$ cat config.mk
export PLATFORM = sky130hd
export DESIGN_NAME = dbcc_top
export DESIGN_NICKNAME = d
export VERILOG_FILES = /design/src/dbcc_pkg.sv /design/src/dbcc_core_if.sv /design/src/dbcc_shifter.sv /design/src/dbcc_calib.sv /design/src/dbcc_top.sv
export SDC_FILE = /design/constraint.sdc
export NUM_CORES = 1
export LEC_CHECK = 0
export BUFFER_PORTS_ARGS = -buffer_cell sky130_fd_sc_hd__buf_4
export CORE_UTILIZATION = 30
export DETAILED_ROUTE_END_ITERATION = 8
export PLACE_DENSITY_LB_ADDON = 0.1
export SLEW_MARGIN = 20
export SYNTH_ARGS = -nofsm -noshare
export SYNTH_HDL_FRONTEND = slang
export SYNTH_SLANG_ARGS = --single-unit
$ cat constraint.sdc
create_clock -name ref_clk -period 3.38 [get_ports ref_clk]
set_clock_uncertainty 0.1 [all_clocks]
set_input_delay 0.338 -clock ref_clk [delete_from_list [all_inputs] [get_ports ref_clk]]
set_output_delay 0.338 -clock ref_clk [all_outputs]
set_load 0.02 [all_outputs]
$ cat src/dbcc_pkg.sv
`default_nettype none

package dbcc_pkg;

  // ****************************************************************
  // Sizes
  // ****************************************************************
  localparam int CODE_W    = 12;
  localparam int NUM_CH    = 8;
  localparam int CH_W      = 3;
  localparam int CAL_W     = 16;
  localparam int CAL_IDX_W = 6;
  localparam int ADDR_W    = 12;
  localparam int DATA_W    = 32;

  // ****************************************************************
  // Address map
  // ****************************************************************
  localparam logic [6:0] BOARD_PATTERN = 7'h10;
  localparam logic [1:0] REG_CMD       = 2'h0;
  localparam logic [1:0] REG_SHIFT     = 2'h1;
  localparam logic [1:0] REG_CAL_IDX   = 2'h2;
  localparam logic [1:0] REG_CAL_DATA  = 2'h3;

  // ****************************************************************
  // Field positions
  // ****************************************************************
  localparam int CMD_INIT_BIT  = 0;
  localparam int CMD_SW_BIT    = 1;
  localparam int CMD_STATE_BIT = 2;
  localparam int SH_DATA_BIT   = 0;
  localparam int SH_CH_LSB     = 1;

  // ****************************************************************
  // Reset values and counts
  // ****************************************************************
  localparam logic [CODE_W-1:0]    CODE_RST    = 12'h000;
  localparam logic [CAL_W-1:0]     CAL_RST     = 16'h0000;
  localparam logic [CAL_IDX_W-1:0] CAL_IDX_RST = 6'h00;
  localparam logic [NUM_CH-1:0]    EN_RST      = 8'h00;
  localparam logic [3:0]           CNT_RST     = 4'h0;
  localparam logic [3:0]           CNT_LAST    = 4'hb;
  localparam logic [DATA_W-1:0]    RDATA_RST   = 32'h0000_0000;

  typedef enum logic [0:0] {
    DBCC_IDLE = 1'b0,
    DBCC_ACK  = 1'b1
  } dbcc_bus_t;

  function automatic logic dbcc_board_hit(input logic [ADDR_W-1:0] addr,
                                          input logic [CH_W-1:0]   board);
    return (addr[11:5] == BOARD_PATTERN) && (addr[4:2] == board);
  endfunction

  function automatic logic dbcc_cal_local(input logic [CAL_IDX_W-1:0] idx,
                                          input logic [CH_W-1:0]      board);
    return idx[CAL_IDX_W-1:CH_W] == board;
  endfunction

endpackage

`default_nettype wire

$ cat src/dbcc_core_if.sv
`default_nettype none

interface dbcc_core_if;
  import dbcc_pkg::*;

  logic              bit_valid;
  logic              bit_in;
  logic [CH_W-1:0]   bit_ch;
  logic              abort;
  logic              load;
  logic [CODE_W-1:0] load_code;
  logic [CH_W-1:0]   load_ch;
  logic [3:0]        fill_cnt;
  logic              cal_we;
  logic [CH_W-1:0]   cal_idx;
  logic [CAL_W-1:0]  cal_wdata;
  logic [CAL_W-1:0]  cal_rdata;

  modport ctrl  (output bit_valid, bit_in, bit_ch, abort, cal_we, cal_idx, cal_wdata,
                 input  load, load_code, load_ch, fill_cnt, cal_rdata);
  modport shift (input  bit_valid, bit_in, bit_ch, abort,
                 output load, load_code, load_ch, fill_cnt);
  modport cal   (input  cal_we, cal_idx, cal_wdata,
                 output cal_rdata);
endinterface

`default_nettype wire

$ cat src/dbcc_shifter.sv
`default_nettype none

module dbcc_shifter (
  input wire logic   ref_clk,
  input wire logic   nrst,
  dbcc_core_if.shift sif
);
  import dbcc_pkg::*;

  logic [CODE_W-1:0] sreg_q;
  logic [CODE_W-1:0] code_q;
  logic [CH_W-1:0]   ch_q;
  logic [3:0]        cnt_q;
  logic              load_q;
  logic              last_bit;

  assign last_bit = sif.bit_valid && (cnt_q == CNT_LAST) && !sif.abort;

  always_ff @(posedge ref_clk) begin
    if (!nrst || sif.abort) begin
      cnt_q <= CNT_RST;
    end else if (sif.bit_valid) begin
      cnt_q <= (cnt_q == CNT_LAST) ? CNT_RST : cnt_q + 4'h1;
    end
  end

  always_ff @(posedge ref_clk) begin
    if (!nrst) begin
      sreg_q <= CODE_RST;
    end else if (sif.bit_valid) begin
      sreg_q <= {sreg_q[CODE_W-2:0], sif.bit_in};
    end
  end

  // The code leaves only when all twelve bits are in.
  always_ff @(posedge ref_clk) begin
    if (!nrst) begin
      load_q <= 1'b0;
      code_q <= CODE_RST;
      ch_q   <= '0;
    end else begin
      load_q <= last_bit;
      if (last_bit) begin
        code_q <= {sreg_q[CODE_W-2:0], sif.bit_in};
        ch_q   <= sif.bit_ch;
      end
    end
  end

  assign sif.load      = load_q;
  assign sif.load_code = code_q;
  assign sif.load_ch   = ch_q;
  assign sif.fill_cnt  = cnt_q;
endmodule

`default_nettype wire

$ cat src/dbcc_calib.sv
`default_nettype none

module dbcc_calib (
  input wire logic ref_clk,
  input wire logic por_n,
  dbcc_core_if.cal cif
);
  import dbcc_pkg::*;

  logic [CAL_W-1:0] rec_q [NUM_CH];

  // Records survive the bus reset; only power-on clears them.
  for (genvar i = 0; i < NUM_CH; i++) begin : g_rec
    always_ff @(posedge ref_clk) begin
      if (!por_n) begin
        rec_q[i] <= CAL_RST;
      end else if (cif.cal_we && (cif.cal_idx == CH_W'(i))) begin
        rec_q[i] <= cif.cal_wdata;
      end
    end
  end

  assign cif.cal_rdata = rec_q[cif.cal_idx];
endmodule

`default_nettype wire

$ cat src/dbcc_top.sv
`default_nettype none

// Summary of operation
// - Bus reset never disturbs codes, enables or reference; only commands, completed channel loads and power-on change them.
// - Initialisation tristates every converter so each channel sits near 0 V.
// - Switch state nonzero turns reference on; zero tristates converters, reference zero.
// - The switch command acts on every channel of the board together.
// - First code loaded after initialisation or switching enables that channel.
// - A channel whose converter is off delivers zero at the amplifier stage.
// - Each channel write carries a 12-bit unsigned code that becomes the level while the reference is on.
// - Global channel is eight times board number plus channel number.
// - Bits shift serially into the input register, then move to the output register.
// - Switching reference on turns converters off; outputs may briefly rise toward 2 V.
// - One calibration record per channel, read and written by global index 0 to 63.
// - Board answers pattern 0010000, three jumper bits, two register select bits.

module dbcc_top (
  input  wire logic                                           ref_clk,
  input  wire logic                                           nrst,
  input  wire logic                                           por_n,
  input  wire logic [dbcc_pkg::CH_W-1:0]                      board_sel,
  input  wire logic                                           four_ch_variant,
  input  wire logic [dbcc_pkg::ADDR_W-1:0]                    avs_address,
  input  wire logic                                           avs_read,
  input  wire logic                                           avs_write,
  input  wire logic [dbcc_pkg::DATA_W-1:0]                    avs_writedata,
  output var  logic [dbcc_pkg::DATA_W-1:0]                    avs_readdata,
  output var  logic                                           avs_waitrequest,
  output var  logic [dbcc_pkg::NUM_CH-1:0][dbcc_pkg::CODE_W-1:0] dac_code,
  output var  logic [dbcc_pkg::NUM_CH-1:0]                    dac_out_en,
  output var  logic                                           ref_on,
  output var  logic [dbcc_pkg::NUM_CH-1:0][dbcc_pkg::CODE_W-1:0] chan_level
);
  import dbcc_pkg::*;

  // ****************************************************************
  // Bus slave
  // ****************************************************************
  dbcc_bus_t                         st_q;
  logic [DATA_W-1:0]                 rdata_q;
  logic [CAL_IDX_W-1:0]              cal_idx_q;
  logic [NUM_CH-1:0]                 en_q;
  logic                              ref_q;
  logic [NUM_CH-1:0][CODE_W-1:0]     code_q;
  logic [NUM_CH-1:0][CODE_W-1:0]     level_q;
  logic                              hit;
  logic [1:0]                        reg_sel;
  logic                              wr_fire;
  logic                              init_fire;
  logic                              sw_fire;
  logic                              sw_state;
  logic                              load_ok;
  logic [DATA_W-1:0]                 rd_mux;

  dbcc_core_if core ();

  assign hit     = dbcc_board_hit(avs_address, board_sel);
  assign reg_sel = avs_address[1:0];

  // Every access, mapped or not, is answered one cycle after it is raised.
  always_ff @(posedge ref_clk) begin
    if (!nrst) begin
      st_q <= DBCC_IDLE;
    end else begin
      unique case (st_q)
        DBCC_IDLE: begin
          if (avs_read || avs_write) begin
            st_q <= DBCC_ACK;
          end
        end
        DBCC_ACK: begin
          st_q <= DBCC_IDLE;
        end
      endcase
    end
  end

  assign avs_waitrequest = (avs_read || avs_write) && (st_q != DBCC_ACK);

  always_comb begin
    rd_mux = RDATA_RST;
    if (hit) begin
      unique case (reg_sel)
        REG_CMD:      rd_mux = {22'h0, four_ch_variant, ref_q, en_q};
        REG_SHIFT:    rd_mux = {25'h0, core.load_ch, core.fill_cnt};
        REG_CAL_IDX:  rd_mux = {26'h0, cal_idx_q};
        REG_CAL_DATA: rd_mux = dbcc_cal_local(cal_idx_q, board_sel) ?
                               {16'h0, core.cal_rdata} : RDATA_RST;
      endcase
    end
  end

  always_ff @(posedge ref_clk) begin
    if (!nrst) begin
      rdata_q <= RDATA_RST;
    end else if ((st_q == DBCC_IDLE) && avs_read) begin
      rdata_q <= rd_mux;
    end
  end

  assign avs_readdata = rdata_q;

  // ****************************************************************
  // Command decode
  // ****************************************************************
  assign wr_fire   = (st_q == DBCC_ACK) && avs_write && hit;
  assign init_fire = wr_fire && (reg_sel == REG_CMD) && avs_writedata[CMD_INIT_BIT];
  assign sw_fire   = wr_fire && (reg_sel == REG_CMD) && avs_writedata[CMD_SW_BIT];
  assign sw_state  = avs_writedata[CMD_STATE_BIT];

  assign core.bit_valid = wr_fire && (reg_sel == REG_SHIFT);
  assign core.bit_in    = avs_writedata[SH_DATA_BIT];
  assign core.bit_ch    = avs_writedata[SH_CH_LSB +: CH_W];
  assign core.abort     = init_fire;
  assign core.cal_idx   = cal_idx_q[CH_W-1:0];
  assign core.cal_wdata = avs_writedata[CAL_W-1:0];
  assign core.cal_we    = wr_fire && (reg_sel == REG_CAL_DATA) &&
                          dbcc_cal_local(cal_idx_q, board_sel);

  always_ff @(posedge ref_clk) begin
    if (!nrst) begin
      cal_idx_q <= CAL_IDX_RST;
    end else if (wr_fire && (reg_sel == REG_CAL_IDX)) begin
      cal_idx_q <= avs_writedata[CAL_IDX_W-1:0];
    end
  end

  dbcc_shifter u_shifter (
    .ref_clk (ref_clk),
    .nrst    (nrst),
    .sif     (core.shift)
  );

  dbcc_calib u_calib (
    .ref_clk (ref_clk),
    .por_n   (por_n),
    .cif     (core.cal)
  );

  // ****************************************************************
  // Analog state
  // ****************************************************************
  // Only power-on resets this state, so a bus reset leaves every level alone.
  assign load_ok = core.load && !(four_ch_variant && core.load_ch[CH_W-1]);

  always_ff @(posedge ref_clk) begin
    if (!por_n) begin
      ref_q <= 1'b0;
    end else if (sw_fire) begin
      ref_q <= sw_state;
    end else if (init_fire) begin
      ref_q <= 1'b0;
    end
  end

  // Switching either way turns every converter off at once.
  always_ff @(posedge ref_clk) begin
    if (!por_n) begin
      en_q <= EN_RST;
    end else if (init_fire || sw_fire) begin
      en_q <= EN_RST;
    end else if (load_ok) begin
      en_q[core.load_ch] <= 1'b1;
    end
  end

  for (genvar i = 0; i < NUM_CH; i++) begin : g_ch
    always_ff @(posedge ref_clk) begin
      if (!por_n) begin
        code_q[i] <= CODE_RST;
      end else if (load_ok && (core.load_ch == CH_W'(i))) begin
        code_q[i] <= core.load_code;
      end
    end

    always_ff @(posedge ref_clk) begin
      if (!por_n) begin
        level_q[i] <= CODE_RST;
      end else begin
        level_q[i] <= (en_q[i] && ref_q) ? code_q[i] : CODE_RST;
      end
    end
  end

  assign dac_code   = code_q;
  assign dac_out_en = en_q;
  assign ref_on     = ref_q;
  assign chan_level = level_q;

  // ****************************************************************
  // Checks
  // ****************************************************************
  logic [NUM_CH-1:0] live_past_q;
  logic [NUM_CH-1:0] lvl_nz;

  always_ff @(posedge ref_clk) begin
    live_past_q <= en_q & {NUM_CH{ref_q}};
  end

  for (genvar i = 0; i < NUM_CH; i++) begin : g_nz
    assign lvl_nz[i] = |level_q[i];
  end
endmodule

`default_nettype wire

Word level (Yosys, flattened, before mapping)
Memories as Yosys holds them, arrays and structs flattened. A register that Yosys moved wholly into a read port is not among the register bits. Index checks and enable logic that the tools add are counted.

Bits in registers: 271. Latch bits: 0. RAM bits: 128. Bits in read-only memories: 0. Bits of input ports: 53. Logic and storage cells: 167. Memories: 1.

Add/subtract/negate cells: 1. Multipliers: 0. Div/mod/pow operators: 0. $lt $le $gt $ge: 2. Equal/unequal tests: 21. Shift operators: 0. Mux-type cells: 45. Bitwise logic cells: 11. Reduce and logical (&&, ||, !) cells: 60.

Memory list: u_calib.rec_q (words 8, width 16, read ports 1, clocked after Yosys merged registers in 1, write ports 8, RTL line dbcc_calib.sv:10) `logic [CAL_W-1:0] rec_q [NUM_CH];`.

Operators with widths (count): 2-to-1 mux 16 bit (9); case mux 32 bit (4 select lines) (1); logical AND 1 bit (41); 2-to-1 mux 32 bit (1); 2-to-1 mux 1 bit (29); == test 3 bit (second input constant) (8); AND reduction 2 bit (8); == test 3 x 2 -> 1 bit (second input constant) (4); OR 1 bit (8); OR 8 bit (1); == test 7 x 5 -> 1 bit (second input constant) (1); == test 3 x 1 -> 1 bit (second input constant) (2); == test 3 bit (2); zero test 3 bit (2); 2-to-1 mux 3 bit (2); adder 4 x 1 -> 4 bit (second input constant) (1); == test 2 bit (second input constant) (2); == test 4 bit (second input constant) (1); less-than comparator 3 x 4 -> 1 bit (second input constant) (1); 2-to-1 mux 4 bit (1); demux 1 bit (select 3 bit) (1); greater-or-equal comparator 3 x 1 -> 1 bit (second input constant) (1); zero test 1 bit (3); logical OR 1 bit (3); 6 further kinds (7).

Depth between registers and ports, before layout
Gate-level depths: netlist of run 1.

Depth after elaboration: 10. Depth in mapped cells: 7. Depth with buffers taken out: 4.

Hierarchy
Synthesis of run 1 repeated with hierarchy kept, for this count alone.

Cells, all modules: 1354. Area total of the unflattened synthesis: 15083.2 um^2.

By module, submodules not included: dbcc_top (instances 1, cells an instance 816, area each 7908.8 um^2); dbcc_calib (instances 1, cells an instance 412, area each 5894.4 um^2); dbcc_shifter (instances 1, cells an instance 126, area each 1280.0 um^2).

Worst setup path before layout of run 1
No wires, ideal clock.

Kind: input -> register. Start point: input avs_address[0] in the netlist's numbering. End point: memory u_calib.rec_q[0][0] (enable). Arrival time: 2.509 ns. Setup slack: 0.360 ns. Stages: 6. Path buffers: 2. Cells stage by stage: buf_2 -> nand2_1 -> nor4_4 -> nand4_1 -> buf_2 -> o21ai_0.

RTL lines: start: declaration (RTL line dbcc_top.sv:23) `input wire logic [dbcc_pkg::ADDR_W-1:0] avs_address,`; end: declaration (RTL line dbcc_calib.sv:10).

==> results of run 1 <==
[stage by stage]
stage	std cells	setup WS, ns	utilization, %
finish	2280	0.828	38.8
CTS	2280	0.817	38.8
global route	2280	0.676	38.8
global placement	2190	0.657	35.7
detailed placement	2190	0.638	35.7
floorplan	1352	0.360	-
[cell type report]
class | count | area share, %
inverters | 10 | 0.197
flip-flops and latches | 386 | 47.4
multi-input cells | 831 | 28.3
clock inverters | 14 | 0.763
well taps | 664 | 4.37
clock buffers | 68 | 6.74
repair buffers | 307 | 12.3
[worst paths after layout]
| path | to | slack [ns] | from |
|---|---|---|---|
| worst max-delay path | u_calib.rec_q[4][5] | 0.83 | cal_idx_q[4] |
| worst min-delay path | u_shifter.sif.load_ch[2] | 0.08 | avs_writedata[3] |
| worst max register to register | u_calib.rec_q[4][5] | 0.83 | cal_idx_q[4] |
| worst min register to register | u_shifter.sif.load_code[11] | 0.36 | u_shifter.sreg_q[10] |
[power groups by stage]
| stage | registers, W | clock network (W) | logic [W] |
|---|---|---|---|
| 2_1_floorplan | 0.00495 | 0 | 0.000167 |
| 5_1_grt | 0.00486 | 0.00506 | 0.000308 |
| 3_5_place_dp | 0.00495 | 0 | 0.000283 |
| 3_3_place_gp | 0.00495 | 0 | 0.000282 |
| 4_1_cts | 0.00485 | 0.00486 | 0.000291 |
| 6_report | 0.00485 | 0.00474 | 0.000285 |
[layout by cell type (no fill, tap or decap), types with 24 or more instances in the layout]
cell	n
nand2_1	171
o21ai_0	26
edfxtp_1	128
nor2_1	33
mux2i_1	95
nor3_1	112
and2_1	101
clkbuf_16	45
buf_4	298
a21boi_0	48
a21oi_1	24
nor2b_1	53
dfxtp_1	257
[repair_timing]
item,CTS,global route
endpoints found under the hold margin,6,0
hold buffers,8,0
endpoints found under the setup margin,0,0
buffers inserted,0,0
[sequential cells by signal (all words and copies together), names as in the netlist, 4 cells and up, named ones only]
signal,flops
avs_readdata,16
cal_idx_q,6
chan_level,96
dac_code,96
dac_out_en,8
u_calib.rec_q,128
u_shifter.sif.fill_cnt,4
u_shifter.sif.load_code,12
u_shifter.sreg_q,11
[worst register-to-register path: cells and delay by family, from the launching register on]
family | cells | cell delay, ns
compound gates | 1 | 0.35
xor+xnor | 1 | 0.19
simple gates | 2 | 0.76
flops | 1 | 0.34
buf+inv | 2 | 0.51
[Yosys cell counts, types with 2 or more instances]
master / count / area share (%)
dfxtp_1: 258 / 35
nand2_1: 171 / 4.3
edfxtp_1: 128 / 26
nor3_1: 113 / 3.8
and2_1: 101 / 4.2
mux2i_1: 95 / 6.4
clkbuf_1: 82 / 2.1
nor2b_1: 53 / 2.2
a21boi_0: 48 / 2.4
nor2_1: 33 / 0.83
o21ai_0: 32 / 1.1
a21oi_1: 24 / 0.80
mux4_2: 22 / 3.3
buf_4: 20 / 1.0
buf_2: 19 / 0.64
nand3_1: 19 / 0.64
a22oi_1: 13 / 0.65
and3_1: 12 / 0.50
nor3_2: 11 / 0.74
inv_1: 10 / 0.25
nand2b_1: 9 / 0.38
a221oi_1: 6 / 0.35
nand4_1: 6 / 0.25
o211ai_1: 6 / 0.30
o311ai_0: 5 / 0.29
a32oi_1: 4 / 0.23
buf_1: 3 / 0.075
or3_1: 3 / 0.13
xnor2_1: 3 / 0.18
xor2_1: 3 / 0.18
a311oi_1: 2 / 0.12
a31oi_1: 2 / 0.084
or2_2: 2 / 0.084
[cell families after synthesis]
kind of cell | Yosys count | share of synthesized area [%]
compound gates | 149 | 6.70
simple gates | 542 | 18.7
fa+ha+maj | 1 | 0.0838
other cells | 1 | 0.0251
mux | 117 | 9.68
buf+inv | 135 | 4.10
flops | 386 | 60.3
xor+xnor | 6 | 0.352
[routing by layer]
metal  routed length (um)  up-vias
met5                    0        -
met4                 1040        0
met3                 2540       63
met1                20600     5146
li1                     -     5129
met2                22500      265
==> key figures, run 1 <==
Run status
  – Outcome: completed

Clock tree
  – Root buf cell: clkbuf_16
  – Worst-Skew Late Latency: 0.58 ns
  – Maximum root-to-sink buffer count: 3
  – TritonCTS buffer count: 45
  – H-Tree Depth: 2
  – TritonCTS clock tree: yes
  – Sink Count: 386
  – Worst-path clk slew: 0.06 ns
  – Post-CTS sizing: 0

Global route
  – Pin count of the biggest net entering global routing: 58
  – Routing usage on met2: 30.4%
  – Global-route wire length before repair: 68.4 mm
  – GRT Resource Usage Total: 18.2%
  – Met1 GRT Util: 23.4%
  – Gr ovfl total: 0
  – Initial antenna violation count: 0
  – GRT busiest layer: met2
  – Met3 GRT Util: 3.98%
  – Number of global-route vias before repair: 10400

Cells and area
  – Nets: 1635
  – Post-route cell area: 19000 sq um
  – N_diodes: 0
  – Area occupied by multi-input gates: 5380 sq um
  – Reg area: 9010 sq um
  – Fill count: 4857
  – Layout cell share with drive strength beyond 1: 24.9%
  – Synthesis-to-finish area growth: 27.3%

Pwr
  – Logic gate share of total power: 2.9%
  – Design internal power: 0.00772 W
  – NetSw: 0.00216 W
  – Peak supply drop: 270 uV
  – Pwr/cell area: 519 nW/um^2
  – Leak pwr: 7.19 nW
  – Power, Total: 0.00988 W
  – Sequential share of power: 49.1%
  – Switch share: 21.9%
  – Clock power frac: 48.0%

Setup path
  – Crit. path cell count: 6
  – CP max stage delay: 0.44 ns
  – Worst Setup Start Kind: register
  – Most numerous cell on the critical path: buf_4
  – WP data required: 3.54 ns
  – Slowest CP cell: nand4_1
  – WS Path Type: reg -> reg
  – Buffers & Inverters on Critical Path: 2
  – CP endpoint kind: register
  – Delay-heaviest family, CP: simple AND/OR/NAND/NOR gates
  – CP Max Fanout: 11
  – CP arrival: 2.71 ns
  – Cells along the critical path: xor2_1, nor4_4, buf_4, nand4_1, o21ai_1, buf_4
  – Worst Reg-to-Reg Cells: 6

Detailed routing
  – Drt pass-1 iters: 5
  – Routed Antenna Nets: 0
  – Final wirelength: 46.7 mm
  – DR vias: 10600
  – Avg WL per Cell: 20.5 um
  – Via-per-instance ratio: 4.65
  – 1st-iter DRT viols: 485
  – Drt drc: 0

Timing
  – Setup repair after global routing missed its margin: false
  – Relative slew slack: 36.0%
  – Fin crit share: 75.5%
  – Worst-Margin Slew: 0.958 ns
  – Slew Limit Fails: 0
  – Endpoints failing hold: 0
  – WHS: 0.0842 ns
  – Final setup viols: 0
  – Crit path time final: 2.55 ns
  – Total negative slack: 0 ns
  – Peak Freq: 392 MHz

Floorplanning
  – Row count: 81
  – Starting density of the core: 30.5%
  – Io pins: 287
  – Die W: 225 um
  – Core Footprint: 49100 sq um
  – DIE AREA: 50700 sq um
  – Die Span Y: 225 um

Flow run
  – Max-Cap Viols: 0

Synth
  – Post-synthesis sequential area ratio: 60.3%
  – #FFs+latches synth: 386
  – Mapped Area: 14900 sq um
  – Ys async rst share: 0%
  – Count of unique library cells instantiated by Yosys: 52
  – Ys Warns: 0
  – EDFF count, synth: 128
  – Mean post-synth cell area: 11.2 sq um
  – Post-synth top flop: dfxtp_1
  – Synthesized instance count: 1337

Hold path
  – Hold/Removal Path Class: in -> reg
  – WHS Path Cells: 3

Placed design
  – I/O Buffers: 254
  – Post-DP HPWL: 31.9 mm
  – GP Congestion: 0.752
  – DP Area: 17500 sq um
Note: power is estimated with default switching activity, not from simulation.
==> run 2, diff against run 1 <==
- clock period: 3.38 -> 2.1 ns (I/O delays scaled with it)
==> key figures, run 2 (same netlist as run 1, synthesis figures left out) <==
Pwr
  – Leak pwr: 7.42 nW (was 7.19 nW)
  – Pwr/cell area: 815 nW/um^2 (was 519 nW/um^2)
  – Peak supply drop: 514 uV (was 270 uV)

Timing
  – Slew Limit Fails: 0 (unchanged)
  – Worst setup margin: 0.106 ns (was 0.828 ns)
  – Fin crit share: 95.0% (was 75.5%)
  – Setup repair after global routing missed its margin: false (unchanged)
  – Crit path time final: 1.99 ns (was 2.55 ns)
  – Relative slew slack: 52.4% (was 36.0%)
  – Final setup viols: 0 (unchanged)
  – Peak Freq: 501 MHz (was 392 MHz)
  – Endpoints failing hold: 0 (unchanged)
  – WHS: 0.0509 ns (was 0.0842 ns)
  – Worst-Margin Slew: 0.713 ns (was 0.958 ns)

Global route
  – Number of global-route vias before repair: 10500 (was 10400)
  – Gr ovfl total: 0 (unchanged)
  – Global-route wire length before repair: 68.6 mm (was 68.4 mm)
  – Initial antenna violation count: 0 (unchanged)
  – GRT Resource Usage Total: 18.2% (about the same)
  – Pin count of the biggest net entering global routing: 37 (was 58)

Clock tree
  – Worst-Skew Late Latency: 0.57 ns (was 0.58 ns)
  – Sink Count: 386 (unchanged)
  – Root buf cell: clkbuf_16 (unchanged)
  – TritonCTS buffer count: 44 (was 45)
  – H-Tree Depth: 2 (unchanged)
  – Maximum root-to-sink buffer count: 3 (unchanged)
  – Postcts setup bufs: 0 (unchanged)
  – Worst-path clk slew: 0.06 ns (about the same)
  – TritonCTS clock tree: yes (unchanged)

Cells and area
  – Synthesis-to-finish area growth: 31.0% (was 27.3%)
  – Top reg by flops: u_calib.rec_q (unchanged)
  – N_diodes: 0 (unchanged)
  – Max FFs per register: 128 (unchanged)
  – Utilization after layout: 39.9% (was 38.8%)
  – Most frequent cells in the layout: buf_4, dfxtp_1, nand2_1 (unchanged)
  – Nets: 1673 (was 1635)
  – Most common cell after layout, fill and taps aside: buf_4 (unchanged)
  – Fill count: 4842 (was 4857)
  – Layout cell share with drive strength beyond 1: 26.7% (was 24.9%)

Floorplanning
  – Core Footprint: 49100 sq um (unchanged)
  – Die Span Y: 225 um (unchanged)
  – Io pins: 287 (unchanged)
  – DIE AREA: 50700 sq um (unchanged)
  – Row count: 81 (unchanged)
  – Die W: 225 um (unchanged)
  – Starting density of the core: 30.5% (unchanged)

Detailed routing
  – DR vias: 10700 (was 10600)
  – Avg WL per Cell: 20.0 um (was 20.5 um)
  – Drt pass-1 iters: 5 (unchanged)
  – Drt drc: 0 (unchanged)
  – 1st-iter DRT viols: 535 (was 485)
  – Via-per-instance ratio: 4.62 (was 4.65)
  – Final wirelength: 46.2 mm (was 46.7 mm)
  – Routed Antenna Nets: 0 (unchanged)

Placed design
  – GP Congestion: 0.752 (about the same)
  – I/O Buffers: 254 (unchanged)
  – Pre-CTS setup slack: -0.0560 ns (was 0.638 ns)
  – Post-DP HPWL: 33.3 mm (was 31.9 mm)

Setup path
  – WP data required: 2.27 ns (was 3.54 ns)
  – CP Max Fanout: 12 (was 11)
  – Worst Setup Start Kind: register (unchanged)
  – CP arrival: 2.16 ns (was 2.71 ns)
  – WS Path Type: reg -> reg (unchanged)
  – CP endpoint kind: register (unchanged)

Run status
  – Outcome: completed (unchanged)

Flow run
  – Max-Cap Viols: 0 (unchanged)

Hold path
  – Hold/Removal Path Class: in -> reg (unchanged)
==> run 2: cell types whose count changed in the layout (fill, tap and decap cells not counted), moves of 3 or more <==
cell           change
buf_12            +14
buf_4             +17
clkbuf_1           -3
clkbuf_8           -3
clkinv_2           -3
dlygate4sd3_1      +8
o21ai_1            -7
o21ai_2            +3
o21ai_4            +4
==> run 2: cell type report <==
class | instances | area [sq um] | share of cell area, %
Inverter | 10 | 37.5 | 0.192
Clock buffer | 63 | 1250 | 6.42
Sequential cell | 386 | 9010 | 46.1
Timing Repair Buffer | 346 | 2830 | 14.4
Multi-Input combinational cell | 831 | 5440 | 27.8
Clock inverter | 10 | 160 | 0.819
Tap cell | 664 | 831 | 4.25
==> run 2: timing repair <==
action                                  4_1_cts  5_1_grt
hold endpoints to repair                     28        0
hold buffers                                 16        0
gates resized for setup                       0        1
endpoints found under the setup margin        0        1
==> run 2: critical path, stage by stage (launching register included) <==
cell and delay (ns):
dfxtp_2 0.34, xor2_2 0.15, nor4_4 0.34, nand4_1 0.13
buf_4 0.23, o21ai_4 0.23, buf_12 0.17
==> run 2: power by group <==
part           internal (W)  switching [W]
clock               0.00461        0.00300
combinational      0.000209       0.000310
sequential          0.00779      0.0000244
==> run 2: metrics by stage <==
stage / setup TNS, ns / power (W) / instance area (sq um) / instances
4_1_cts: 0 / 0.0162 / 19600 / 2310
5_1_grt: 0 / 0.0165 / 19600 / 2310
3_5_place_dp: -2.36 / 0.00848 / 18000 / 2221
2_1_floorplan: -4.91 / 0.00824 / 15100 / 1352
3_3_place_gp: -1.51 / 0.00848 / 18000 / 2221
6_report: 0 / 0.0159 / 19600 / 2310
==> run 2: layer usage <==
layer  GRT usage, %  wire length, um  vias to the layer above
li1               -                -                     5188
met1           23.2            20300                     5177
met2           31.2            22700                      247
met3           3.62             2180                       60
met4           4.81              955                        0
met5              0                0                        -
==> run 2: worst paths after layout <==
path | from | end | slack [ns] | cells past startpoint
max | cal_idx_q[4] | u_calib.rec_q[4][3] | 0.11 | 6
min | avs_writedata[12] | u_calib.rec_q[3][12] | 0.05 | 3
max reg2reg | cal_idx_q[4] | u_calib.rec_q[4][3] | 0.11 | 6
min reg2reg | avs_readdata[6] | avs_readdata[6] | 0.35 | 2
